--- src/hdl/icc_params.svh ---
// offsets, field positions, reset values and depths of the capture block
`ifndef ICC_PARAMS_SVH
`define ICC_PARAMS_SVH

// ----------------------------------------------------------------------
// register offsets (word index on the plain register port)
// ----------------------------------------------------------------------
`define ICC_OFS_CONTROL_ONE 4'h0
`define ICC_OFS_CAPTURE_DATA 4'h1
`define ICC_OFS_STATUS 4'h2

// ----------------------------------------------------------------------
// field positions in capture_control_one
// ----------------------------------------------------------------------
`define ICC_BIT_IDLE_STOP 13
`define ICC_TSEL_HI 12
`define ICC_TSEL_LO 10
`define ICC_CPI_HI 6
`define ICC_CPI_LO 5
`define ICC_BIT_OVERFLOW 4
`define ICC_BIT_NOT_EMPTY 3
`define ICC_MODE_HI 2
`define ICC_MODE_LO 0
`define ICC_CTRL_WMASK 16'h3c67
`define ICC_CTRL_RESET 16'h0000

// ----------------------------------------------------------------------
// codes of the mode and time-base fields
// ----------------------------------------------------------------------
`define ICC_MODE_OFF 3'h0
`define ICC_MODE_BOTH 3'h1
`define ICC_MODE_FALL 3'h2
`define ICC_MODE_RISE 3'h3
`define ICC_MODE_RISE4 3'h4
`define ICC_MODE_RISE16 3'h5
`define ICC_MODE_UNUSED 3'h6
`define ICC_MODE_WAKE 3'h7
`define ICC_TSEL_T3 3'h0
`define ICC_TSEL_T2 3'h1
`define ICC_TSEL_T4 3'h2
`define ICC_TSEL_T5 3'h3
`define ICC_TSEL_T1 3'h4
`define ICC_TSEL_PCLK 3'h7

// ----------------------------------------------------------------------
// sizes
// ----------------------------------------------------------------------
`define ICC_FIFO_DEPTH 4
`define ICC_PRESCALE_4 4'h3
`define ICC_PRESCALE_16 4'hf

`endif

--- src/hdl/icc_pkg.sv ---
// types shared by the capture block files
`default_nettype none
package icc_pkg;
  // channel activity as seen by the edge logic
  typedef enum logic [1:0] {
    icc_run,
    icc_halt,
    icc_wake_only
  } icc_state_type;
endpackage
`default_nettype wire

--- src/hdl/icc_fifo_if.sv ---
// carrier between the capture control and its value buffer
`default_nettype none
interface icc_fifo_if #(parameter int WIDTH = 16);
  logic push; // store one captured value
  logic pop; // drop the oldest value
  logic [WIDTH-1:0] wdata; // value to store
  logic [WIDTH-1:0] rdata; // oldest value
  logic full; // no room left
  logic empty; // nothing stored
  logic flush; // discard all entries
  modport ctrl (output push, output pop, output wdata, output flush,
                input rdata, input full, input empty);
  modport buf_side (input push, input pop, input wdata, input flush,
                    output rdata, output full, output empty);
endinterface
`default_nettype wire

--- src/hdl/icc_capture.sv ---
// control register, edge detection and capture logic of one channel
// ----------------------------------------------------------------------
// What this block does
// - idle stop bit halts channel in idle
// - time base select picks the capture clock
// - interrupt after one to four captures
// - interrupt count unused in modes 001, 111
// - overflow flag set when buffer overflows
// - not empty flag shows unread values
// - mode 111 is rising edge wake pin
// - mode 101 captures every 16th rise
// - mode 100 captures every 4th rise
// - mode 011 captures every rising edge
// - mode 010 captures every falling edge
// - mode 001 captures every edge
// - modes 110 and 000 make no captures
// - unimplemented bits read zero, ignore writes
// - reset clears every control and status bit
// ----------------------------------------------------------------------
//
// The register offsets and the address-and-strobe port were decided locally.
`default_nettype none
`include "icc_params.svh"
module icc_capture #(
  parameter int WIDTH = 16,
  parameter int DEPTH = `ICC_FIFO_DEPTH
) (
  // clock and reset
  input wire logic ref_clk_in,
  input wire logic nrst_in,
  // register port
  input wire logic [3:0] reg_addr_in,
  input wire logic [15:0] reg_wdata_in,
  input wire logic reg_write_in,
  input wire logic reg_read_in,
  output logic [15:0] reg_rdata_out,
  // power state of the cpu
  input wire logic cpu_idle_in,
  input wire logic cpu_sleep_in,
  // capture pin
  input wire logic capture_channel_in,
  // time bases and their count enables
  input wire logic [WIDTH-1:0] timer1_value_in,
  input wire logic [WIDTH-1:0] timer2_value_in,
  input wire logic [WIDTH-1:0] timer3_value_in,
  input wire logic [WIDTH-1:0] timer4_value_in,
  input wire logic [WIDTH-1:0] timer5_value_in,
  input wire logic [WIDTH-1:0] peripheral_clock_value_in,
  input wire logic timer1_clock_in,
  input wire logic timer2_clock_in,
  input wire logic timer3_clock_in,
  input wire logic timer4_clock_in,
  input wire logic timer5_clock_in,
  // events
  output logic capture_irq_out,
  output logic wake_irq_out
);
  // --------------------------------------------------------------------
  // parameter checks
  // --------------------------------------------------------------------
  // refused at elaboration: captured values must fit the 16 bit port
  if (WIDTH < 1 || WIDTH > 16) begin : g_bad_width
    $error("icc_capture width must be 1 to 16");
  end

  // --------------------------------------------------------------------
  // control register fields
  // --------------------------------------------------------------------
  logic idle_stop_control_r; // halt in idle
  logic [2:0] time_base_select_r; // capture clock choice
  logic [1:0] captures_per_interrupt_r; // captures per interrupt minus 1
  logic [2:0] capture_mode_select_r; // edge pattern
  logic buffer_overflow_flag_r; // sticky overflow
  logic [1:0] cpi_count_r; // captures since last interrupt
  logic [3:0] pre_count_r; // rising edge prescaler
  logic [WIDTH-1:0] sel_value; // selected time base value
  logic sel_tick; // selected clock enable
  logic capture_event; // a capture happens this cycle
  logic capture_raw; // qualifying edge before state gating
  logic rise_edge; // synchronised rising edge
  logic fall_edge; // synchronised falling edge
  logic pin_s1_r; // first synchroniser stage
  logic pin_s2_r; // second synchroniser stage
  logic pin_s3_r; // previous synchronised level
  logic ctrl_wr; // write to control register
  logic data_rd; // read of capture data
  logic cpi_used; // interrupt count applies
  icc_pkg::icc_state_type state; // channel activity

  icc_fifo_if #(.WIDTH(WIDTH)) fifo ();

  icc_fifo #(.WIDTH(WIDTH), .DEPTH(DEPTH)) u_fifo (
    .ref_clk_in(ref_clk_in),
    .nrst_in(nrst_in),
    .fifo(fifo)
  );

  assign ctrl_wr = reg_write_in && (reg_addr_in == `ICC_OFS_CONTROL_ONE);
  assign data_rd = reg_read_in && (reg_addr_in == `ICC_OFS_CAPTURE_DATA);

  // --------------------------------------------------------------------
  // control register
  // --------------------------------------------------------------------
  // writable fields; reserved bits are never stored
  always_ff @(posedge ref_clk_in) begin
    if (!nrst_in) begin
      idle_stop_control_r <= 1'b0;
      time_base_select_r <= `ICC_TSEL_T3;
      captures_per_interrupt_r <= 2'h0;
      capture_mode_select_r <= `ICC_MODE_OFF;
    end else if (ctrl_wr) begin
      idle_stop_control_r <= reg_wdata_in[`ICC_BIT_IDLE_STOP];
      time_base_select_r <= reg_wdata_in[`ICC_TSEL_HI:`ICC_TSEL_LO];
      captures_per_interrupt_r <= reg_wdata_in[`ICC_CPI_HI:`ICC_CPI_LO];
      capture_mode_select_r <= reg_wdata_in[`ICC_MODE_HI:`ICC_MODE_LO];
    end
  end

  // --------------------------------------------------------------------
  // channel activity
  // --------------------------------------------------------------------
  // wake mode ignores idle stop; sleep halts every capture mode
  always_comb begin
    if (capture_mode_select_r == `ICC_MODE_WAKE)
      state = icc_pkg::icc_wake_only;
    else if (cpu_sleep_in || (cpu_idle_in && idle_stop_control_r))
      state = icc_pkg::icc_halt;
    else
      state = icc_pkg::icc_run;
  end

  // --------------------------------------------------------------------
  // time base selection
  // --------------------------------------------------------------------
  // reserved codes give no clock, so nothing is sampled on them
  always_comb begin
    case (time_base_select_r)
      `ICC_TSEL_PCLK: begin
        sel_value = peripheral_clock_value_in;
        sel_tick = 1'b1;
      end
      `ICC_TSEL_T1: begin
        sel_value = timer1_value_in;
        sel_tick = timer1_clock_in;
      end
      `ICC_TSEL_T5: begin
        sel_value = timer5_value_in;
        sel_tick = timer5_clock_in;
      end
      `ICC_TSEL_T4: begin
        sel_value = timer4_value_in;
        sel_tick = timer4_clock_in;
      end
      `ICC_TSEL_T2: begin
        sel_value = timer2_value_in;
        sel_tick = timer2_clock_in;
      end
      `ICC_TSEL_T3: begin
        sel_value = timer3_value_in;
        sel_tick = timer3_clock_in;
      end
      default: begin
        sel_value = '0;
        sel_tick = 1'b0;
      end
    endcase
  end

  // --------------------------------------------------------------------
  // pin synchroniser and edge detect
  // --------------------------------------------------------------------
  // two stages, then a history stage for edge detection; the edge is
  // only looked at on a channel clock tick so each is counted once
  always_ff @(posedge ref_clk_in) begin
    if (!nrst_in) begin
      pin_s1_r <= 1'b0;
      pin_s2_r <= 1'b0;
    end else begin
      pin_s1_r <= capture_channel_in;
      pin_s2_r <= pin_s1_r;
    end
  end

  // history advances on the channel clock, or every cycle in wake mode, so no edge is lost
  always_ff @(posedge ref_clk_in) begin
    if (!nrst_in)
      pin_s3_r <= 1'b0;
    else if (sel_tick || state == icc_pkg::icc_wake_only)
      pin_s3_r <= pin_s2_r;
  end

  assign rise_edge = pin_s2_r && !pin_s3_r;
  assign fall_edge = !pin_s2_r && pin_s3_r;

  // --------------------------------------------------------------------
  // capture qualification
  // --------------------------------------------------------------------
  always_comb begin
    case (capture_mode_select_r)
      `ICC_MODE_BOTH: capture_raw = rise_edge || fall_edge;
      `ICC_MODE_FALL: capture_raw = fall_edge;
      `ICC_MODE_RISE: capture_raw = rise_edge;
      `ICC_MODE_RISE4:
        capture_raw = rise_edge && (pre_count_r[1:0] == 2'h3);
      `ICC_MODE_RISE16:
        capture_raw = rise_edge && (pre_count_r == `ICC_PRESCALE_16);
      default: capture_raw = 1'b0;
    endcase
  end

  assign capture_event = capture_raw && sel_tick
                         && (state == icc_pkg::icc_run);

  // prescaler counts rising edges; any control write restarts it
  always_ff @(posedge ref_clk_in) begin
    if (!nrst_in || ctrl_wr)
      pre_count_r <= 4'h0;
    else if (rise_edge && sel_tick && state == icc_pkg::icc_run)
      pre_count_r <= pre_count_r + 4'h1;
  end

  // wake pin: rising edge only, all other fields ignored
  always_ff @(posedge ref_clk_in) begin
    if (!nrst_in)
      wake_irq_out <= 1'b0;
    else
      wake_irq_out <= (state == icc_pkg::icc_wake_only) && rise_edge
                      && (cpu_sleep_in || cpu_idle_in);
  end

  // --------------------------------------------------------------------
  // buffer and flags
  // --------------------------------------------------------------------
  assign fifo.push = capture_event;
  assign fifo.wdata = sel_value;
  assign fifo.pop = data_rd;
  // turning the channel off discards stale captures
  assign fifo.flush = ctrl_wr
    && (reg_wdata_in[`ICC_MODE_HI:`ICC_MODE_LO] == `ICC_MODE_OFF);

  // overflow is set by hardware, cleared by hardware once drained
  always_ff @(posedge ref_clk_in) begin
    if (!nrst_in)
      buffer_overflow_flag_r <= 1'b0;
    else if (capture_event && fifo.full)
      buffer_overflow_flag_r <= 1'b1;
    else if (fifo.empty || fifo.flush)
      buffer_overflow_flag_r <= 1'b0;
  end

  // --------------------------------------------------------------------
  // captures per interrupt
  // --------------------------------------------------------------------
  assign cpi_used = (capture_mode_select_r != `ICC_MODE_BOTH);

  always_ff @(posedge ref_clk_in) begin
    if (!nrst_in || ctrl_wr) begin
      cpi_count_r <= 2'h0;
      capture_irq_out <= 1'b0;
    end else begin
      capture_irq_out <= 1'b0;
      if (capture_event) begin
        if (!cpi_used || cpi_count_r == captures_per_interrupt_r) begin
          cpi_count_r <= 2'h0;
          capture_irq_out <= 1'b1;
        end else begin
          cpi_count_r <= cpi_count_r + 2'h1;
        end
      end
    end
  end

  // --------------------------------------------------------------------
  // read data
  // --------------------------------------------------------------------
  // unimplemented bits read zero; unmapped offsets read zero
  always_ff @(posedge ref_clk_in) begin
    if (!nrst_in)
      reg_rdata_out <= 16'h0000;
    else if (reg_read_in) begin
      case (reg_addr_in)
        `ICC_OFS_CONTROL_ONE: begin
          reg_rdata_out <= 16'h0000;
          reg_rdata_out[`ICC_BIT_IDLE_STOP] <= idle_stop_control_r;
          reg_rdata_out[`ICC_TSEL_HI:`ICC_TSEL_LO] <= time_base_select_r;
          reg_rdata_out[`ICC_CPI_HI:`ICC_CPI_LO] <= captures_per_interrupt_r;
          reg_rdata_out[`ICC_BIT_OVERFLOW] <= buffer_overflow_flag_r;
          reg_rdata_out[`ICC_BIT_NOT_EMPTY] <= !fifo.empty;
          reg_rdata_out[`ICC_MODE_HI:`ICC_MODE_LO] <= capture_mode_select_r;
        end
        `ICC_OFS_CAPTURE_DATA:
          reg_rdata_out <= fifo.empty ? 16'h0000 : 16'(fifo.rdata);
        `ICC_OFS_STATUS:
          reg_rdata_out <= {14'h0000, buffer_overflow_flag_r, !fifo.empty};
        default: reg_rdata_out <= 16'h0000;
      endcase
    end else
      reg_rdata_out <= 16'h0000;
  end
endmodule
`default_nettype wire

--- src/hdl/icc_fifo.sv ---
// small first-in first-out store for captured time-base values
`default_nettype none
`include "icc_params.svh"
module icc_fifo #(
  parameter int WIDTH = 16,
  parameter int DEPTH = `ICC_FIFO_DEPTH
) (
  // clock and reset
  input wire logic ref_clk_in,
  input wire logic nrst_in,
  // control side
  icc_fifo_if.buf_side fifo
);
  localparam int AW = (DEPTH > 1) ? $clog2(DEPTH) : 1;

  // --------------------------------------------------------------------
  // storage
  // --------------------------------------------------------------------
  // refused at elaboration: the pointers only wrap cleanly on a power of 2
  if (DEPTH < 2 || (DEPTH & (DEPTH - 1)) != 0) begin : g_bad_depth
    $error("icc_fifo depth must be a power of two, at least 2");
  end

  logic [WIDTH-1:0] mem_r [DEPTH]; // stored values
  logic [AW-1:0] wptr_r; // next slot to write
  logic [AW-1:0] rptr_r; // oldest slot
  logic [AW:0] count_r; // number of entries
  logic do_push; // accepted store
  logic do_pop; // accepted removal

  // a push into a full store is dropped; the caller flags overflow
  assign do_push = fifo.push && (count_r != (AW+1)'(DEPTH));
  assign do_pop = fifo.pop && (count_r != '0);
  assign fifo.full = (count_r == (AW+1)'(DEPTH));
  assign fifo.empty = (count_r == '0);
  assign fifo.rdata = mem_r[rptr_r];

  // entry write, no reset needed on data
  always_ff @(posedge ref_clk_in) begin
    if (do_push)
      mem_r[wptr_r] <= fifo.wdata;
  end

  // pointers and occupancy
  always_ff @(posedge ref_clk_in) begin
    if (!nrst_in || fifo.flush) begin
      wptr_r <= '0;
      rptr_r <= '0;
      count_r <= '0;
    end else begin
      if (do_push)
        wptr_r <= wptr_r + AW'(1);
      if (do_pop)
        rptr_r <= rptr_r + AW'(1);
      if (do_push && !do_pop)
        count_r <= count_r + (AW+1)'(1);
      else if (do_pop && !do_push)
        count_r <= count_r - (AW+1)'(1);
    end
  end
endmodule
`default_nettype wire

--- config.mk ---
export PLATFORM = sky130hd
export DESIGN_NAME = icc_capture
export DESIGN_NICKNAME = d
export VERILOG_FILES = /design/src/hdl/icc_pkg.sv /design/src/hdl/icc_fifo_if.sv /design/src/hdl/icc_capture.sv /design/src/hdl/icc_fifo.sv
export VERILOG_INCLUDE_DIRS = /design/src /design/src/hdl
export SDC_FILE = /design/constraint.sdc
export NUM_CORES = 1
export LEC_CHECK = 0
export BUFFER_PORTS_ARGS = -buffer_cell sky130_fd_sc_hd__buf_4
export CORE_UTILIZATION = 52
export CTS_CLUSTER_DIAMETER = 80
export DETAILED_ROUTE_END_ITERATION = 7
export GPL_ROUTABILITY_DRIVEN = 0
export PLACE_DENSITY = 0.88
export SYNTH_ARGS = -nofsm -noshare
export SYNTH_HDL_FRONTEND = slang
export SYNTH_HIERARCHICAL = 1
export SYNTH_SLANG_ARGS = --single-unit
--- constraint.sdc ---
create_clock -name ref_clk_in -period 3.3 [get_ports ref_clk_in]
set_input_delay 0.495 -clock ref_clk_in [delete_from_list [all_inputs] [get_ports ref_clk_in]]
set_output_delay 0.495 -clock ref_clk_in [all_outputs]
set_load 0.01 [all_outputs]
==> Word-level counts from Yosys, hierarchy flattened <==
Memories as Yosys holds them, arrays and structs flattened. A register that Yosys moved wholly into a read port is not among the register bits.
Index checks and enable logic that the tools add are counted.
{ "totals": {"reg_bits": 44, "mem_bits_rw": 64, "input_bits": 128, "out_inout_bits": 18, "wordCells": 105, "memories": 1} }
{ "mem_list": {"columns": ["memory", "words", "width", "rd", "rd_ports_with_merged_regs", "write_ports", "line_no", "rtl"], "rows": [
  ["u_fifo.mem_r", 4, 16, 1, 1, 1, "icc_fifo.sv:24", "logic [WIDTH-1:0] mem_r [DEPTH];"]
]} }
{ "classes": {"add_sub_neg": 6, "n_eq_ne": 20, "mux": 17, "n_bitwise": 1, "reduce_logical": 44} }
{ "op_table": {"columns": ["operator", "count"], "rows": [
  ["$pmux 16 s6", 1],
  ["$pmux 16 s3", 1],
  ["$logic_and 1x1->1", 19],
  ["$eq 3x3->1 const B", 6],
  ["$mux 16", 1],
  ["$eq 3x2->1 const B", 4],
  ["$logic_not 3->1", 3],
  ["$logic_or 1x1->1", 8],
  ["$mux 2", 4],
  ["$logic_not 1->1", 7],
  ["$add 2x1->2 const B", 3],
  ["$eq 3x1->1 const B", 2],
  ["$mux 1", 6],
  ["$mux 3", 2],
  ["$pmux 1 s6", 1],
  ["$pmux 1 s5", 1],
  ["$add 4x1->4 const B", 1],
  ["$eq 2x2->1 const B", 2],
  ["$eq 4x1->1 const B", 1],
  ["$eq 4x2->1 const B", 1],
  ["$eq 4x4->1 const B", 1],
  ["$logic_not 4->1", 1],
  ["$reduce_bool 2->1", 2],
  ["$add 3x1->3 const B", 1],
  ["other kinds (9)", 9]
]} }

==> Depth between registers and ports, before layout <==
Gate-level depths: netlist of run 1.
{ "depth": {"ltp_word": 11, "ltp_mapped": 13, "depth_no_buf": 13} }

==> By module <==
The synthesis of run 1 kept the hierarchy.
{ "by_module_without_submodules": {"columns": ["module", "instances", "cells_each", "area_each_um2", "seq_area_each_um2"], "rows": [
  ["icc_fifo", 1, 133, 2795.2, 2102.0],
  ["icc_capture", 1, 281, 2339.7, 740.7]
]} }

==> Least setup slack after synthesis of run 1 <==
Ideal clock, no wire load.
{ "synth_timing": {"kind": "in2reg", "startpoint": "input timer4_clock_in", "endpoint": "register u_fifo.count_r[2]", "setup_ps": 70, "t_arrival_ps": 2822, "t_required_ps": 3230, "path_slack_ps": 408, "stages": 12, "path_buffers": 1, "cell_sequence": "mux2i_1 > o21a_1 > o21a_1 > buf_2 > nor2_1 > and2_4 > ha_1 > inv_1 > fa_1 > xor2_1 > or3_2 > a21oi_1"} }
{ "synth_between": {"elab_chain_cells": 7, "elab_cells_between_ends": 9, "classes_between": "mux (2); reduce/logical (7)"} }
{ "synth_lines": {"columns": ["item", "line_no", "rtl"], "rows": [
  ["from (decl)", "icc_capture.sv:52", "input wire logic timer4_clock_in,"],
  ["$pmux 1 s6 (*)", "icc_capture.sv:137", "case (time_base_select_r)"],
  ["$logic_and 1x1->1 (*)", "icc_capture.sv:211", "assign capture_event = capture_raw && sel_tick"],
  ["$logic_and 1x1->1 (*)", "icc_capture.sv:212", "&& (state == icc_pkg::icc_run);"],
  ["via capture_event", "icc_capture.sv:78", "logic capture_event;"],
  ["$logic_and 1x1->1 (*)", "icc_fifo.sv:32", "assign do_push = fifo.push && (count_r != (AW+1)'(DEPTH));"],
  ["via u_fifo.do_push", "icc_fifo.sv:28", "logic do_push;"],
  ["$logic_not 1->1", "icc_fifo.sv:57", "else if (do_pop && !do_push)"],
  ["$logic_and 1x1->1", "icc_fifo.sv:57", null],
  ["$reduce_bool 2->1 (no line)", null, null],
  ["to (signal assigned)", "icc_fifo.sv:56", "count_r <= count_r + (AW+1)'(1);"],
  ["to (signal assigned)", "icc_fifo.sv:58", "count_r <= count_r - (AW+1)'(1);"],
  ["to (decl)", "icc_fifo.sv:27", "logic [AW:0] count_r;"]
]} }
Mark *: on every way through the listed nets, which the timed path passes. The rest lies on a longest branch.
A chain may end at the register's enable or synchronous reset.

==> Final worst setup path of run 1 <==
{ "layout_timing": {"startpoint": "register capture_mode_select_r[0]", "endpoint": "register u_fifo.count_r[2]"} }
{ "layout_between": {"elab_chain_cells": 8, "elab_cells_between_ends": 17, "classes_between": "eq/ne (6); mux (3); reduce/logical (8)"} }
{ "layout_lines": {"columns": ["item", "line_no", "rtl"], "rows": [
  ["from (decl)", "icc_capture.sv:72", "logic [2:0] capture_mode_select_r;"],
  ["from (signal assigned)", "icc_capture.sv:110", "capture_mode_select_r <= `ICC_MODE_OFF;"],
  ["from (signal assigned)", "icc_capture.sv:115", "capture_mode_select_r <= reg_wdata_in[`ICC_MODE_HI:`ICC_MODE_LO];"],
  ["$eq 3x3->1 (tied with other cells)", "icc_capture.sv:199", "case (capture_mode_select_r)"],
  ["$pmux 1 s5 / $mux 2 (equally long branches)", "icc_capture.sv:199, icc_capture.sv:124", null],
  ["$logic_and 1x1->1 / $logic_not 2->1 (equally long branches)", "icc_capture.sv:211, icc_capture.sv:212", null],
  ["$logic_and 1x1->1 (*)", "icc_capture.sv:212", null],
  ["via capture_event", "icc_capture.sv:78", null],
  ["$logic_and 1x1->1 (*)", "icc_fifo.sv:32", null],
  ["via u_fifo.do_push", "icc_fifo.sv:28", null],
  ["$logic_not 1->1", "icc_fifo.sv:57", null],
  ["$logic_and 1x1->1", "icc_fifo.sv:57", null],
  ["$reduce_bool 2->1 (no line)", null, null]
]} }
Marked as above.

==> results of run 1 <==
==> area by class of cell <==
class	instances	area (sq um)	share of cell area [%]
Multi-Input combinational cell	270	2140	33.0
Tap cell	129	161	2.49
Sequential cell	110	2840	43.8
Clock buffer	9	124	1.91
Timing Repair Buffer	148	1110	17.1
Clock inverter	7	83.8	1.29
Inverter	8	30.0	0.463
==> per-stage QoR <==
step	hold WS, ns	setup WS, ns	cells
final	0.327	0.294	681
after global routing	0.330	0.162	681
after CTS	0.322	0.328	681
after detailed placement	0.425	0.363	665
after global placement	0.420	0.483	665
after floorplan	0.412	0.408	414
==> worst max-delay path, delay by kind of cell, from the launching register on <==
kind / cells / cell delay, ns
fa+ha+maj: 2 / 0.55
compound gates: 3 / 0.52
flops: 1 / 0.46
simple gates: 4 / 1.17
buf+inv: 1 / 0.06
xor+xnor: 1 / 0.16
==> placed cells by master, fill, tap and decap left out, drive strengths merged, types with 6 or more instances in the layout <==
cell / synthesis / final
a21oi: 26 / 26
ha: 8 / 8
nor3: 6 / 6
nand2: 27 / 27
edfxtp: 64 / 64
mux2: 8 / 8
dfxtp: 46 / 46
a221oi: 8 / 8
and2: 11 / 11
inv: 8 / 13
o21ai: 8 / 8
xor2: 6 / 6
a21o: 9 / 9
clkbuf: 12 / 9
mux2i: 12 / 12
nor2: 34 / 34
buf: 14 / 148
a21boi: 10 / 10
a22oi: 22 / 22
mux4: 20 / 20
and3: 7 / 7
==> flip-flops by register name, summed over array words and instances (netlist names), named ones only <==
| name | cells |
|---|---|
| u_fifo/wptr_r | 2 |
| u_fifo/mem_r | 64 |
| pre_count_r | 4 |
| pin_s1_r | 1 |
| wake_irq_out | 1 |
| pin_s2_r | 1 |
| idle_stop_control_r | 1 |
| capture_irq_out | 1 |
| captures_per_interrupt_r | 2 |
| time_base_select_r | 3 |
| cpi_count_r | 2 |
| capture_mode_select_r | 3 |
| u_fifo/rptr_r | 2 |
| reg_rdata_out | 16 |
| buffer_overflow_flag_r | 1 |
| u_fifo/count_r | 3 |
| pin_s3_r | 1 |
==> power breakdown <==
group / total (uW) / switching, uW / internal (uW)
Clock: 814 / 505 / 309
Combinational: 229 / 95.1 / 133
Sequential: 1460 / 3.49 / 1460
==> routing by layer <==
metal  GRT usage [%]  vias to the layer above
li1                -                     1841
met1            30.0                     1918
met2            46.3                      223
met3            6.28                       40
met4            14.0                        0
met5               0                        -
==> how the worst min path moves through the flow <==
| stage | slack, ns | depth (start not counted) | to | startpoint |
|---|---|---|---|---|
| after CTS | 0.32 | 2 | pin_s1_r$_SDFF_PN0_ | capture_channel_in |
| after global routing | 0.33 | 2 | pin_s1_r$_SDFF_PN0_ | capture_channel_in |
| after detailed placement | 0.42 | 1 | pin_s2_r$_SDFF_PN0_ | pin_s1_r$_SDFF_PN0_ |
| final | 0.33 | 2 | pin_s1_r$_SDFF_PN0_ | capture_channel_in |
| after floorplan | 0.41 | 1 | pin_s2_r$_SDFF_PN0_ | pin_s1_r$_SDFF_PN0_ |
| after global placement | 0.42 | 1 | pin_s2_r$_SDFF_PN0_ | pin_s1_r$_SDFF_PN0_ |
==> cells by family (layout without fill, tap and decap cells) <==
| kind of cell | Yosys count | after routing | synth area share, % |
|---|---|---|---|
| flip-flops | 110 | 110 | 55.4 |
| AND/OR/NAND/NOR | 108 | 108 | 11.1 |
| AO/OA/AOI/OAI | 107 | 107 | 14.4 |
| multiplexers | 40 | 40 | 12.9 |
| buffers and inverters | 34 | 172 | 2.97 |
| adder cells (fa/ha/maj) | 9 | 9 | 2.34 |
| XOR/XNOR | 6 | 6 | 1.02 |
==> results.cfg, run 1 <==
[worst_setup_path]
r2r_start = capture_mode_select_r[0]$_SDFFE_PN0P_
worst-setup-path-type = flip-flop to flip-flop
r2r-end = u_fifo/count_r[2]$_SDFFE_PP0P_
cp_max_fo = 6
critPathArrivalTime_ns = 3.31
crit_chain = or3b_1 > o22ai_1 > o21bai_1 > nor2_1 > and2_4 > ha_1 > inv_1 > fa_1 > xor2_1 > or3_2 > a21oi_1
worstPathRequired_ns = 3.61
cp-startpoint = capture_mode_select_r[0]$_SDFFE_PN0P_
end_kind = flip-flop
critical_path.endpoint = u_fifo/count_r[2]$_SDFFE_PP0P_
reg2regPathDepth = 11
crit_path_start_kind = flip-flop
slowest_delay_ns = 0.46
cpMaxStageDelayCell = dfxtp_1
r2r_slack_ns = 0.29

[logic_synthesis]
synthFlopType = edfxtp_1
ys_seq_area_share_pct = 55.4
synth.most_common_cell = edfxtp_1
synth_cell_types = 58
synth.area.top_cells = edfxtp_1, dfxtp_1, mux4_2, a22oi_1, a21oi_1
synth_nets = 551
synth_top_cell_by_area = edfxtp_1
avgSynthCellArea_sq_um = 12.4
synth_top_area_share_pct = 37.4
synth_seq_cells = 110
synth_commonest_cells = edfxtp_1, dfxtp_1, nor2_1
ys_warn_count = 6
synth_cells = 414
synth_edf_count = 64
syn-cell-area_sq_um = 5130
async_flop_share_pct = 0

[grt]
gr-usage-all-layers_pct = 26.4
antenna_found_initial = 0
grt_pass1_wl_um = 20100
grt_max_degree = 39
grt-ovfl-total = 0
grt_pass1_vias = 4142

[job]
cap_viol_max_count = 0

[clocking]
htreeDepth = 3
cts_tree = yes
cts_resized = 0
clk_pin_slew_worst_paths_ns = 0.11
cts-root-buf = clkbuf_8
cts_hold_buf = 0
clk_path_buf_depth = 2
cts-buffers-inserted = 9
clock_latency_ns = 0.38
clock-sinks = 110
postCtsSetupBuffers = 0

[worst_hold_path]
worst_hold_path_type = input pin to flip-flop

[route]
via_per_inst = 5.91
wl_um = 12800
initialDrtViolationCount = 293
post_drt_wl_per_cell_um = 18.8
first_pass_iters = 4
ant_nets = 0
top_layer = met4
drcViolationCount = 0
wl_met2_um = 6410
route.met3.wl_um = 968
num_vias = 4022
wl_met1_um = 4870

[die]
die-area_sq_um = 10300
initial_utilization_pct = 54.5
rows = 35
ios = 146
core_sq_um = 9420
die_width_um = 101
dieHeight_um = 101

[sta]
worstMarginPinSlew_ns = 0.913
rsz0062_at_grt = false
period_share_pct = 91.1
fmax_mhz = 333
setup_violations = 0
skew_ns = 0.0135
final-hold-violation-count = 0
max_slew_margin_pct = 39.1
finalWorstPathRequiredPeriod_ns = 3.01
slew_violations = 0
tns_ns = 0

[finish]
diodes = 0
layout-drive-gt1-share_pct = 37.3
final_util_pct = 69.0
final_net_count = 684
stdcell_area_sq_um = 6490
synthToLayoutAreaGrowth_pct = 26.4
fillers = 633

[place]
place_hpwl_um = 9400
placed_area_sq_um = 6280
port_buffers = 138

[power_and_ir_drop]
power-per-cell-area_nw_per_um2 = 385
p_leak_uw = 0.00250
power_uw = 2500
ir_drop_mv = 0.221

[run_status]
status = finished, final reports clean
No activity file was read; power rests on OpenSTA's default activity.
==> run 2, diff against run 1 <==
--- a/config.mk
+++ b/config.mk
@@ -6,12 +6,13 @@
 export SDC_FILE = /design/constraint.sdc
 export NUM_CORES = 1
 export LEC_CHECK = 0
+export ABC_AREA = 1
 export BUFFER_PORTS_ARGS = -buffer_cell sky130_fd_sc_hd__buf_4
-export CORE_UTILIZATION = 52
+export CORE_UTILIZATION = 35
 export CTS_CLUSTER_DIAMETER = 80
 export DETAILED_ROUTE_END_ITERATION = 7
 export GPL_ROUTABILITY_DRIVEN = 0
-export PLACE_DENSITY = 0.88
+export PLACE_DENSITY = 0.65
 export SYNTH_ARGS = -nofsm -noshare
 export SYNTH_HDL_FRONTEND = slang
 export SYNTH_HIERARCHICAL = 1
==> results.cfg, run 2 <==
[sta]
finalWorstPathRequiredPeriod_ns = 2.74
period_share_pct = 82.9
fmax_mhz = 365
worstMarginPinSlew_ns = 0.706
max_slew_margin_pct = 52.9
slew_violations = 0
final-hold-violation-count = 0
tns_ns = 0
skew_ns = 0.0107
layout_setup_ws_ns = 0.564
rsz0062_at_grt = false
setup_violations = 0

[logic_synthesis]
synth_edf_count = 64
synth_top_area_share_pct = 36.7
synth.most_common_cell = nand2_1
avgSynthCellArea_sq_um = 8.73
synth_seq_cells = 110
synth_top_family_by_area = simple AND/OR/NAND/NOR gates
synthFlopType = edfxtp_1
synth_compound_area_share_pct = 10.5
syn-cell-area_sq_um = 5240
synthMuxAreaShare_pct = 0
ys_seq_area_share_pct = 54.3
async_flop_share_pct = 0
ys_warn_count = 6
synth_commonest_cells = nand2_1, nand3_1, edfxtp_1, nor2_1
synth_cells = 600
synthXorXnorAreaFrac_pct = 0.837
yosys.area_share.simple_pct = 25.5
synth.area.top_cells = edfxtp_1, dfxtp_1, nand2_1, nand3_1, nor2_1
synth_top_cell_by_area = edfxtp_1
synthAdderAreaFrac_pct = 2.29
synth_cell_types = 35
synth_nets = 737

[clocking]
clk_path_buf_depth = 2
cts_resized = 0
htreeDepth = 3
clock_latency_ns = 0.35
cts-buffers-inserted = 9
cts_hold_buf = 0
postCtsSetupBuffers = 0
clk_pin_slew_worst_paths_ns = 0.07
clock-sinks = 110
cts_tree = yes
cts-root-buf = clkbuf_16

[die]
die-area_sq_um = 15500
ios = 146
initial_utilization_pct = 35.9
core_sq_um = 14600
die_width_um = 124
dieHeight_um = 124
rows = 44

[place]
place_hpwl_um = 10700
dp.cells = 905
port_buffers = 138
dp_slack_ns = 0.596

[worst_setup_path]
crit_path_start_kind = flip-flop
cp_max_fo = 17
worstPathRequired_ns = 3.55
end_kind = flip-flop
worst-setup-path-type = flip-flop to flip-flop
critPathArrivalTime_ns = 2.98

[route]
initialDrtViolationCount = 348
wl_met2_um = 6990
wl_um = 14500
top_layer = met4
via_per_inst = 5.21
post_drt_wl_per_cell_um = 15.7
wl_met1_um = 6190
num_vias = 4798
ant_nets = 0
drcViolationCount = 0
route.met3.wl_um = 994
first_pass_iters = 6

[finish]
fillers = 1394
final_net_count = 869
final_common_cell = buf_4
layout-drive-gt1-share_pct = 24.4
top_register = u_fifo/mem_r
diodes = 0
largest_registers = u_fifo/mem_r: 64 flops, reg_rdata_out: 16 flops, pre_count_r: 4 flops
synthToLayoutAreaGrowth_pct = 28.0
instances_no_fill = 921
final_cell_mix = buf_4, nand2_1, nand3_1
largest_reg_flops = 64

[grt]
grt_pass1_wl_um = 23200
grt_pass1_vias = 4815
grt_max_degree = 34
gr-usage-all-layers_pct = 18.9
antenna_found_initial = 0
grt-ovfl-total = 0

[run_status]
status = finished, final reports clean

[power_and_ir_drop]
power_uw = 2690
power-per-cell-area_nw_per_um2 = 401
p_leak_uw = 0.00275
ir_drop_mv = 0.241

[worst_hold_path]
worst_hold_path_type = input pin to flip-flop

[job]
cap_viol_max_count = 0
==> run 2: cells by family after synthesis <==
logic type / after synthesis
XOR/XNOR: 5
AO/OA/AOI/OAI: 104
adder cells (fa/ha/maj): 9
AND/OR/NAND/NOR: 293
flip-flops: 110
buffers and inverters: 79
==> run 2: critical path, cell delays in order, from the launching register on <==
cell     delay (ns)
dfxtp_1        0.44
nor2_4         0.43
nand3_1        0.12
nand2_1        0.10
nor2_2         0.05
nand2_4        0.12
nand3_2        0.11
inv_2          0.11
nand2_2        0.10
inv_2          0.09
ha_1           0.17
inv_1          0.07
fa_1           0.38
inv_1          0.07
nand2_1        0.05
nand3_1        0.09
nand2_1        0.06
nand2_1        0.06
nor2_1         0.04
==> run 2: final timing paths <==
check / from / to / slack [ns] / cells after the start
max: time_base_select_r[2]$_SDFFE_PN0P_ / u_fifo/count_r[2]$_SDFFE_PP0P_ / 0.56 / 18
min: capture_channel_in / pin_s1_r$_SDFF_PN0_ / 0.34 / 3
max reg2reg: time_base_select_r[2]$_SDFFE_PN0P_ / u_fifo/count_r[2]$_SDFFE_PP0P_ / 0.56 / 18
min reg2reg: pin_s1_r$_SDFF_PN0_ / pin_s2_r$_SDFF_PN0_ / 0.41 / 2
==> run 2: through the flow <==
stage / instance area [sq um] / util [%] / hold slack (ns)
after detailed placement: 6420 / 44.0 / 0.397
after global routing: 6700 / 45.9 / 0.345
after floorplan: 5240 / - / 0.390
final: 6700 / 45.9 / 0.339
after global placement: 6420 / 44.0 / 0.398
after CTS: 6700 / 45.9 / 0.328
==> run 2: routing by layer <==
metal,GRT usage [%],up-vias
met4,7.87,0
met2,32.3,205
met1,23.0,2233
met3,4.04,26
li1,-,2334
met5,0,-
==> run 2: cell type report <==
type	count	area [sq um]	area share [%]
clock buffer	9	225	3.36
clock inverter	7	50.0	0.747
inverter	52	196	2.93
multi-input combinational	411	2040	30.5
sequential	110	2840	42.4
tap	184	230	3.44
timing repair buffer	148	1110	16.6
==> run 2: report_power, final <==
part / leakage (uW) / total, uW / switching (uW) / internal, uW
clock: 0.000126 / 993 / 480 / 512
sequential: 0.000947 / 1470 / 5.85 / 1460
combinational: 0.00167 / 227 / 110 / 117
total: 0.00275 / 2690 / 596 / 2090
